===== src/common/charger_status_pkg.sv =====
// Constants shared by the live charger status register bank
package charger_status_pkg;
  // Register offsets (byte addresses on the register port)
  localparam logic [7:0] CHARGE_REGULATION_STATUS_OFFSET = 8'h00;
  localparam logic [7:0] FAULT_TEMPERATURE_STATUS_OFFSET = 8'h01;
  // Value after reset (documented as undefined, zero chosen)
  localparam logic [7:0] STATUS_RESET_VALUE = 8'h00;
  // Answer for an unmapped offset
  localparam logic [7:0] UNMAPPED_READ_VALUE = 8'h00;
  // Charge-regulation status field positions
  localparam int TAPER_MODE_ACTIVE_BIT               = 6;
  localparam int CHARGE_DONE_BIT                     = 5;
  localparam int INPUT_CURRENT_LIMITING_ACTIVE_BIT   = 4;
  localparam int POWER_PATH_REGULATION_ACTIVE_BIT    = 3;
  localparam int INPUT_VOLTAGE_REGULATION_ACTIVE_BIT = 2;
  localparam int THERMAL_REGULATION_ACTIVE_BIT       = 1;
  localparam int INPUT_POWER_GOOD_BIT                = 0;
  // Fault/temperature status field positions
  localparam int INPUT_OVERVOLTAGE_ACTIVE_BIT    = 7;
  localparam int BATTERY_OVERCURRENT_ACTIVE_BIT  = 5;
  localparam int BATTERY_UNDERVOLTAGE_ACTIVE_BIT = 4;
  localparam int THERMISTOR_COLD_ZONE_BIT        = 3;
  localparam int THERMISTOR_COOL_ZONE_BIT        = 2;
  localparam int THERMISTOR_WARM_ZONE_BIT        = 1;
  localparam int THERMISTOR_HOT_ZONE_BIT         = 0;
  // Number of thermistor zones, order cold, cool, warm, hot (MSB first)
  localparam int ZONE_COUNT = 4;
  // Cycles from a condition input to its status register bit
  localparam int STATUS_LATENCY_CYCLES = 1;
  // Cycles from a read request to read data
  localparam int READ_LATENCY_CYCLES = 1;
endpackage


===== src/common/thermistor_zone_if.sv =====
// Carrier of decoded thermistor zones between zone decoder and register bank
`timescale 1ns/100ps
interface thermistor_zone_if;
  import charger_status_pkg::*;
  logic [ZONE_COUNT-1:0] zone;  // {cold, cool, warm, hot}
  modport producer (output zone);
  modport consumer (input  zone);
endinterface


===== src/design/thermistor_zone_decoder.sv =====
// Decoder from thermistor comparator levels to registered zone bits
`timescale 1ns/100ps
module thermistor_zone_decoder (
  input  wire logic                i_clk,              // 20 MHz clock
  input  wire logic                i_reset_n,          // Async reset
  input  wire logic                i_ts_above_cold,    // V_TS > cold level
  input  wire logic                i_ts_above_cool,    // V_TS > cool level
  input  wire logic                i_ts_below_warm,    // V_TS < warm level
  input  wire logic                i_ts_below_hot,     // V_TS < hot level
  thermistor_zone_if.producer      zones               // Decoded zones
);
  import charger_status_pkg::*;

  typedef struct packed {
    logic [ZONE_COUNT-1:0] zone;
  } zone_state_type;

  zone_state_type state;
  zone_state_type next_state;

  // Zones are made exclusive so software never sees cool and cold at once
  always_comb begin
    next_state = state;
    next_state.zone[3] = i_ts_above_cold;
    next_state.zone[2] = i_ts_above_cool & ~i_ts_above_cold;
    next_state.zone[1] = i_ts_below_warm & ~i_ts_below_hot;
    next_state.zone[0] = i_ts_below_hot;
  end

  // Zone register, live each cycle with no latching
  always_ff @(posedge i_clk or negedge i_reset_n) begin
    if (!i_reset_n) begin
      state <= '0;
    end else begin
      state <= next_state;
    end
  end

  assign zones.zone = state.zone;
endmodule


===== src/design/charger_live_status_regs.sv =====
// Read-only live charger status register bank with charge zone actions
`timescale 1ns/100ps
module charger_live_status_regs (
  input  wire logic       i_clk,                  // 20 MHz clock
  input  wire logic       i_reset_n,              // Async reset, active low
  input  wire logic       i_taper_mode_active,    // CV taper charging
  input  wire logic       i_charge_done,          // Charge terminated
  input  wire logic       i_input_current_limiting_active, // Input limit
  input  wire logic       i_power_path_regulation_active,  // Power path
  input  wire logic       i_input_voltage_regulation_active, // Vin reg
  input  wire logic       i_thermal_regulation_active,     // Die thermal
  input  wire logic       i_vin_above_lockout,    // V_IN > UVLO level
  input  wire logic       i_vin_above_sleep,      // V_IN > V_BAT + offset
  input  wire logic       i_vin_below_overvoltage, // V_IN < OVP level
  input  wire logic       i_input_overvoltage_active,    // Input OVP
  input  wire logic       i_battery_overcurrent_active,  // Battery OCP
  input  wire logic       i_battery_below_lockout_level, // V_BAT < lockout
  input  wire logic       i_ts_above_cold,        // V_TS > cold level
  input  wire logic       i_ts_above_cool,        // V_TS > cool level
  input  wire logic       i_ts_below_warm,        // V_TS < warm level
  input  wire logic       i_ts_below_hot,         // V_TS < hot level
  input  wire logic       i_rd_en,                // Read strobe
  input  wire logic [7:0] i_rd_addr,              // Read offset
  input  wire logic       i_wr_en,                // Write strobe, ignored
  input  wire logic [7:0] i_wr_addr,              // Write offset
  input  wire logic [7:0] i_wr_data,              // Write data
  output logic      [7:0] o_rd_data,              // Read data
  output logic            o_rd_valid,             // Read data valid pulse
  output logic            o_wr_ignored,           // Write dropped pulse
  output logic            o_charge_suspend,       // Stop charging
  output logic            o_charge_current_reduce, // Cut charge current
  output logic            o_charge_voltage_reduce  // Cut regulation voltage
);
  import charger_status_pkg::*;

  typedef struct packed {
    logic [7:0] charge_regulation_status;
    logic [7:0] fault_status_low;  // Non-thermistor fault bits, zones 0
    logic [7:0] rd_data;
    logic       rd_valid;
    logic       wr_ignored;
    logic       charge_suspend;
    logic       charge_current_reduce;
    logic       charge_voltage_reduce;
  } bank_state_type;

  bank_state_type state;
  bank_state_type next_state;
  logic [7:0]     fault_temperature_status;

  thermistor_zone_if zone_link ();

  // Zone decode kept apart so the comparator handling can be reused
  thermistor_zone_decoder u_zone_decoder (
    .i_clk           (i_clk),
    .i_reset_n       (i_reset_n),
    .i_ts_above_cold (i_ts_above_cold),
    .i_ts_above_cool (i_ts_above_cool),
    .i_ts_below_warm (i_ts_below_warm),
    .i_ts_below_hot  (i_ts_below_hot),
    .zones           (zone_link.producer)
  );

  // Full fault register view, zones come already registered
  always_comb begin
    fault_temperature_status = state.fault_status_low;
    fault_temperature_status[THERMISTOR_COLD_ZONE_BIT] = zone_link.zone[3];
    fault_temperature_status[THERMISTOR_COOL_ZONE_BIT] = zone_link.zone[2];
    fault_temperature_status[THERMISTOR_WARM_ZONE_BIT] = zone_link.zone[1];
    fault_temperature_status[THERMISTOR_HOT_ZONE_BIT]  = zone_link.zone[0];
  end

  // Next state: live sampling, read mux and zone actions
  always_comb begin
    next_state = state;
    // Reserved bit 7 stays zero, nothing is held over
    next_state.charge_regulation_status = 8'h00;
    next_state.charge_regulation_status[TAPER_MODE_ACTIVE_BIT] =
      i_taper_mode_active;
    next_state.charge_regulation_status[CHARGE_DONE_BIT] =
      i_charge_done;
    next_state.charge_regulation_status[INPUT_CURRENT_LIMITING_ACTIVE_BIT] =
      i_input_current_limiting_active;
    next_state.charge_regulation_status[POWER_PATH_REGULATION_ACTIVE_BIT] =
      i_power_path_regulation_active;
    next_state.charge_regulation_status[INPUT_VOLTAGE_REGULATION_ACTIVE_BIT] =
      i_input_voltage_regulation_active;
    next_state.charge_regulation_status[THERMAL_REGULATION_ACTIVE_BIT] =
      i_thermal_regulation_active;
    // Power good needs all three input checks at once
    next_state.charge_regulation_status[INPUT_POWER_GOOD_BIT] =
      i_vin_above_lockout & i_vin_above_sleep &
      i_vin_below_overvoltage;
    next_state.fault_status_low = 8'h00;
    next_state.fault_status_low[INPUT_OVERVOLTAGE_ACTIVE_BIT] =
      i_input_overvoltage_active;
    next_state.fault_status_low[BATTERY_OVERCURRENT_ACTIVE_BIT] =
      i_battery_overcurrent_active;
    next_state.fault_status_low[BATTERY_UNDERVOLTAGE_ACTIVE_BIT] =
      i_battery_below_lockout_level;
    // Read answers from the live copy; unmapped offsets read zero
    next_state.rd_valid = i_rd_en;
    if (i_rd_en) begin
      case (i_rd_addr)
        CHARGE_REGULATION_STATUS_OFFSET: begin
          next_state.rd_data = state.charge_regulation_status;
        end
        FAULT_TEMPERATURE_STATUS_OFFSET: begin
          next_state.rd_data = fault_temperature_status;
        end
        default: begin
          next_state.rd_data = UNMAPPED_READ_VALUE;
        end
      endcase
    end
    // No write path exists; a write to a mapped offset is only acknowledged as dropped
    next_state.wr_ignored = i_wr_en &
      ((i_wr_addr == CHARGE_REGULATION_STATUS_OFFSET) |
       (i_wr_addr == FAULT_TEMPERATURE_STATUS_OFFSET)) &
      (i_wr_data == i_wr_data);
    // Zone actions follow the registered zones
    next_state.charge_suspend =
      zone_link.zone[3] | zone_link.zone[0];
    next_state.charge_current_reduce = zone_link.zone[2];
    next_state.charge_voltage_reduce = zone_link.zone[1];
  end

  // Single state register; reset value chosen as zero
  always_ff @(posedge i_clk or negedge i_reset_n) begin
    if (!i_reset_n) begin
      state.charge_regulation_status <= STATUS_RESET_VALUE;
      state.fault_status_low         <= STATUS_RESET_VALUE;
      state.rd_data                  <= 8'h00;
      state.rd_valid                 <= 1'b0;
      state.wr_ignored               <= 1'b0;
      state.charge_suspend           <= 1'b0;
      state.charge_current_reduce    <= 1'b0;
      state.charge_voltage_reduce    <= 1'b0;
    end else begin
      state <= next_state;
    end
  end

  assign o_rd_data               = state.rd_data;
  assign o_rd_valid              = state.rd_valid;
  assign o_wr_ignored            = state.wr_ignored;
  assign o_charge_suspend        = state.charge_suspend;
  assign o_charge_current_reduce = state.charge_current_reduce;
  assign o_charge_voltage_reduce = state.charge_voltage_reduce;

  // Helper: cycles since reset release, saturating at three
  logic [1:0] settle;
  always_ff @(posedge i_clk or negedge i_reset_n) begin
    if (!i_reset_n) begin
      settle <= 2'h0;
    end else if (settle != 2'h3) begin
      settle <= settle + 2'h1;
    end
  end
endmodule


===== config.mk =====
export PLATFORM = sky130hd
export DESIGN_NAME = charger_live_status_regs
export DESIGN_NICKNAME = d
export VERILOG_FILES = /design/src/common/charger_status_pkg.sv /design/src/common/thermistor_zone_if.sv /design/src/design/thermistor_zone_decoder.sv /design/src/design/charger_live_status_regs.sv
export SDC_FILE = /design/constraint.sdc
export NUM_CORES = 1
export LEC_CHECK = 0
export BUFFER_PORTS_ARGS = -buffer_cell sky130_fd_sc_hd__buf_2
export CAP_MARGIN = 0
export CORE_MARGIN = 10
export CORE_UTILIZATION = 42
export CTS_CLUSTER_SIZE = 40
export DETAILED_ROUTE_END_ITERATION = 12
export PLACE_DENSITY = 0.76
export SYNTH_ARGS = -nofsm -noshare
export SYNTH_HDL_FRONTEND = slang
export SYNTH_SLANG_ARGS = --single-unit

===== constraint.sdc =====
create_clock -name i_clk -period 1 [get_ports i_clk]
set_input_delay 0.05 -clock i_clk [delete_from_list [all_inputs] [get_ports i_clk]]
set_output_delay 0.05 -clock i_clk [all_outputs]
set_load 0.05 [all_outputs]

==> results of run 1 <==
## power breakdown
| part | internal [mW] | switching [mW] |
|---|---|---|
| sequential | 1.13 | 0.0119 |
| combinational | 0.131 | 0.118 |
| clock | 0.156 | 0.289 |
| total | 1.42 | 0.419 |
## cell families after synthesis
group | share of synthesized area [%]
compound gates | 7.790
buf+inv | 11.05
flops | 67.84
mux | 6.030
simple gates | 7.287
## what timing repair did
item,4_1_cts,5_1_grt
setup buffers,0,3
hold buffers,18,0
resized for setup,8,12
endpoints found under the setup margin,8,12
endpoints found under the hold margin,42,0
## sequential cells by signal, summed over array words and instances, names as in the netlist
| signal | flops |
|---|---|
| u_zone_decoder.zones.zone | 4 |
| o_rd_data | 8 |
| o_charge_current_reduce | 1 |
| fault_temperature_status | 3 |
| o_wr_ignored | 1 |
| o_charge_voltage_reduce | 1 |
| o_rd_valid | 1 |
| state | 7 |
| o_charge_suspend | 1 |
## through the flow
step           instances  hold WS, ns  setup slack, ns
5_1_grt              161     0.001802         0.002915
2_1_floorplan         72      -0.2456         -0.07877
6_report             161      0.02141          0.04343
3_5_place_dp         136      0.07244          -0.2104
3_3_place_gp         136      0.07028          -0.1143
4_1_cts              158     0.004558          0.01571
## synth_stat cells
cell / count
o32ai_1: 7
buf_1: 2
mux2i_1: 6
or4b_1: 1
buf_2: 1
nor4_1: 1
nand2b_1: 1
buf_4: 9
nor2_1: 1
o41ai_2: 1
dfrtp_1: 27
and3_1: 1
or2_2: 1
and4b_1: 1
nor2b_1: 2
nand2_1: 1
inv_1: 8
or4_1: 1
## area by class of cell
| cell class | instances | area, um2 | share of cell area, % |
|---|---|---|---|
| Clock buffer | 4 | 26.28 | 1.763 |
| Inverter | 8 | 30.03 | 2.015 |
| Multi-Input combinational cell | 25 | 225.2 | 15.11 |
| Sequential cell | 27 | 675.6 | 45.34 |
| Tap cell | 28 | 35.03 | 2.351 |
| Timing Repair Buffer | 69 | 498.0 | 33.42 |
## metal layers
layer / vias to the layer above / part of all wire (%)
met5: - / 0
met4: 0 / 2.1
met3: 6 / 9.6
met2: 33 / 53
met1: 361 / 35
li1: 357 / -
## worst paths after layout
| path | end |
|---|---|
| max | o_rd_data[7] |
| min | o_rd_valid |
| max reg2reg | o_rd_data[0] |
| min reg2reg | o_charge_voltage_reduce |
| max in group asynchronous | fault_temperature_status[5] |
| min in group asynchronous | fault_temperature_status[7] |
==> flow_summary.toml, run 1 <==
[pwr]
vdd_drop_max_mv = 1.023
power_density_nw_per_um2 = 1230
leakagePower_nw = 0.7450
p_total_mw = 1.834

[die]
io_pins = 57
num_rows = 17
die_h_um = 68.70
die_width_um = 68.70
core_um2 = 2233
die-area_um2 = 4719
initial_core_util_pct = 44.59

[timing]
fin_crit_ns = 0.9566
fmax_mhz = 1045
worstMarginPinSlew_ns = 0.5602
setup_violations = 0
max_slew_margin_pct = 62.66
finClkSkew_ns = 0.01071
hold_viol = 0
rsz0062_at_grt = "no"
drv_slew = 0
post-route-period-util_pct = 95.66
final.setup.tns_ns = 0

[setup_path]
r2r-start = "u_zone_decoder.zones.zone[0]"
endpoint_kind = "output port"
path_max_fanout = 2
setup.worst_path.start_class = "register"
critPathMaxStageDelay_ns = 0.40
regToRegSetupSlack_ns = 0.15
startpoint = "o_rd_data[7]"
critPathBufInv = 1
worst_ep_arrival_time_ns = 0.91
critPathTopFamily = "flip-flops"
crit_chain = "buf_4"
r2r_cells = 2
path_class = "reg2out"
critical_path_depth = 1
critical_path_required_ns = 0.95
slowest_stage = "dfrtp_1"

[worst_hold_path]
hold_class = "in2reg"
hold_depth = 2
worstHoldStart = "i_rd_en"

[routing]
first_pass_iters = 3
vias = 757
post_drt_wl_per_cell_um = 15.55
via_per_inst = 4.702
drc = 0
routed_wl_um = 2504
drtIter0Drc = 10
ant_nets = 0

[global_route]
grt_pass1_wl_um = 3953
first_global_vias = 873
met2_usage_pct = 19.47
antenna_found_initial = 0
use_met3_pct = 4.187
busiest_layer = "met2"
grt_max_degree = 28
grt_usage_pct = 10.99
grt_overflow = 0
grtUsageMet1_pct = 10.79

[cells_and_area]
antenna_cells = 0
fin_area_um2 = 1490
syn_to_final_growth_pct = 49.62
layout_common_cells = "buf_2 (35), dfrtp_1 (27), dlygate4sd3_1 (18), inv_1 (8), buf_4 (8)"
fillers = 166
final_util_pct = 66.72
drive_above_1_share_pct = 44.36
layout_commonest_cell = "buf_2"
fin_nets = 178

[placement]
place_area_um2 = 1209
hpwl_um = 1749
place.port_buffers = 47
gp_congestion = 0.6684

[yosys]
synth_top_cell_area_share_pct = 67.84
syn_nets = 116
yosys_warnings = 0
synth-seq-cells = 27
yosysTopAreaCell = "dfrtp_1"
synth_cell_types = 18
synth.area.top_cells = "dfrtp_1 (68%), buf_4 (6.8%), o32ai_1 (6.2%)"
syn_avg_cell_area_um2 = 13.83
syn_inst = 72
synth_seq_area_share_pct = 67.84
synth_area_um2 = 996.0

[cts]
cts-root-buf = "clkbuf_4"
path_clk_slew_ns = 0.14
cts_sinks = 27
clk_latency_ns = 0.32
cts_tree = "done"
numCtsBuffers = 3
clock_path_buffers = 2
cts_max_level = 1

[outcome]
status = "finished clean"

[flow_run]
drv_cap = 0
Note: power is estimated with default switching activity, not from simulation.
==> run 2: changes to the inputs <==
ABC_AREA = 1   (was default)
CORE_UTILIZATION = 43   (was 42)
PLACE_DENSITY = 0.77   (was 0.76)
clock period = 0.89 ns   (was 1 ns; I/O delays follow)
==> flow_summary.toml, run 2 <==
[routing]
first_pass_iters = 4
post_drt_wl_per_cell_um = 14.47
vias = 915
via_per_inst = 4.463
drc = 0
ant_nets = 0
routed_wl_um = 2966
drtIter0Drc = 14

[timing]
post-route-period-util_pct = 106.0
final.setup.tns_ns = -0.5225
fmax_mhz = 1060
setup_violations = 13
drv_slew = 0
hold_viol = 0
worstMarginPinSlew_ns = 0.5718
finClkSkew_ns = 0.01038
layout_setup_ws_ns = -0.05349
rsz0062_at_grt = "yes"
fin_crit_ns = 0.9435
max_slew_margin_pct = 61.88

[global_route]
grt_max_degree = 28
grt_overflow = 0
antenna_found_initial = 1
first_global_vias = 1056
grt_pass1_wl_um = 4830
grt_usage_pct = 12.04

[pwr]
leakagePower_nw = 0.8971
vdd_drop_max_mv = 1.304
power_density_nw_per_um2 = 1267

[placement]
place.port_buffers = 47
gp_congestion = 0.6890
pre_cts_ws_ns = 0.04523
hpwl_um = 1792

[yosys]
synth_common_cells = "nand2_1 (35), dfrtp_1 (27), buf_4 (8), nand3_1 (8), inv_1 (6)"
syn_avg_cell_area_um2 = 10.17
syn_inst = 103
yosysMostFrequentCell = "nand2_1"
synth.area.top_cells = "dfrtp_1 (65%), nand2_1 (13%), buf_4 (5.7%)"
yosysTopAreaCell = "dfrtp_1"
synth_seq_area_share_pct = 64.52
syn_nets = 147
synth-seq-cells = 27
synth_top_cell_area_share_pct = 64.52
yosys_warnings = 0
synth_area_um2 = 1047
async_flop_share_pct = 100.0
synth_top_flop_cell = "dfrtp_1"
synth_cell_types = 16
synth_edf_count = 0

[die]
initial_core_util_pct = 46.01
die_h_um = 69.35
num_rows = 17
io_pins = 57
die-area_um2 = 4809
die_width_um = 69.35
core_um2 = 2276

[outcome]
violations = "setup timing"
status = "finished, violations left"

[cts]
cts_max_level = 1
path_clk_slew_ns = 0.15
cts-root-buf = "clkbuf_4"
numCtsBuffers = 3
cts_sinks = 27
clk_latency_ns = 0.32
clock_path_buffers = 2
cts_tree = "done"

[setup_path]
critical_path_depth = 1
path_max_fanout = 2
endpoint_kind = "output port"
slowest_stage = "dfrtp_1"
critPathTopFamily = "flip-flops"
critPathMaxStageDelay_ns = 0.42
path_class = "reg2out"
r2r_cells = 4
crit_chain = "buf_6"
critical_path_required_ns = 0.85
setup.worst_path.start_class = "register"
worst_ep_arrival_time_ns = 0.90
critPathBufInv = 1

[cells_and_area]
final_util_pct = 73.17
syn_to_final_growth_pct = 59.02
largest_register_ffs = 8
seq_area_um2 = 675.6
drive_above_1_share_pct = 39.77
fillers = 156
fin_nets = 221
layout_common_cells = "nand2_1 (34), buf_2 (34), dfrtp_1 (27), dlygate4sd3_1 (24), buf_6 (13)"
multiInputGateArea_um2 = 285.3

[worst_hold_path]
hold_class = "in2reg"
hold_depth = 3

[flow_run]
drv_cap = 0
-- run 2: changes by cell type in the layout (fill, tap and decap cells not counted), moves of 3 or more --
cell           previous run  this run
buf_6                     6        13
o32ai_1                   6         0
dlygate4sd3_1            18        24
nand2_2                   0         3
nor2_1                    1         4
nand3_1                   0         8
mux2i_1                   6         0
nand2_1                   1        34
-- run 2: where the power goes --
part | switching (mW) | internal (mW) | leakage, nW | total, mW
combinational | 0.149 | 0.159 | 0.539 | 0.308
clock | 0.347 | 0.168 | 0.0177 | 0.515
sequential | 0.0180 | 1.27 | 0.341 | 1.29
-- run 2: cell type report --
cell class                 instances  share of cell area [%]
tap                               28                   2.104
antenna                            1                  0.1503
sequential                        27                   40.57
clock buffer                       3                   1.352
timing repair buffer              78                   36.59
multi-input combinational         59                   17.13
inverter                           8                   1.803
clock inverter                     1                  0.3005
-- run 2: logic make-up after synthesis --
logic type,synth area share [%]
AND/OR/NAND/NOR,25.33
flip-flops,64.52
buffers and inverters,9.678
AO/OA/AOI/OAI,0.4774
-- run 2: worst min-delay path: stages --
cell    delay, ns
buf_2        0.09
nor4_2       0.04
and2_1       0.14
-- run 2: what timing repair did --
action                                  in CTS  in global routing
cloned                                       0                  0
hold buffers                                24                  0
endpoints found under the setup margin      13                 14
setup buffers                                4                  3
endpoints found under the hold margin       43                  0
gates resized for setup                     26                  3
pin swaps                                    0                  1
-- run 2: worst paths after layout --
| check | from | end | slack [ns] |
|---|---|---|---|
| setup / recovery | o_rd_data[4] | o_rd_data[4] | -0.05 |
| hold / removal | i_wr_addr[1] | o_wr_ignored | 0.01 |
| setup reg to reg | o_rd_data[6] | o_rd_data[6] | 0.03 |
| hold reg to reg | u_zone_decoder.zones.zone[1] | o_charge_voltage_reduce | 0.41 |
| max in group asynchronous | i_reset_n | o_rd_data[0] | 0.23 |
| min in group asynchronous | i_reset_n | state[22] | 0.28 |
-- run 2: metal layers --
layer	track usage [%]	routed length, um
met1	11.63	1070
met2	21.37	1563
met3	4.850	243
met4	6.208	90
met5	0	0
-- run 2: stage by stage --
stage | hold WS [ns] | area (um2) | power, mW | std cells
CTS | 0.002203 | 1625 | 2.095 | 201
finish | 0.01232 | 1665 | 2.110 | 205
detailed placement | 0.06756 | 1246 | 1.504 | 169
floorplan | -0.2511 | 1047 | 1.389 | 103
global route | 0.003651 | 1665 | 2.199 | 205
global placement | 0.06162 | 1246 | 1.495 | 169
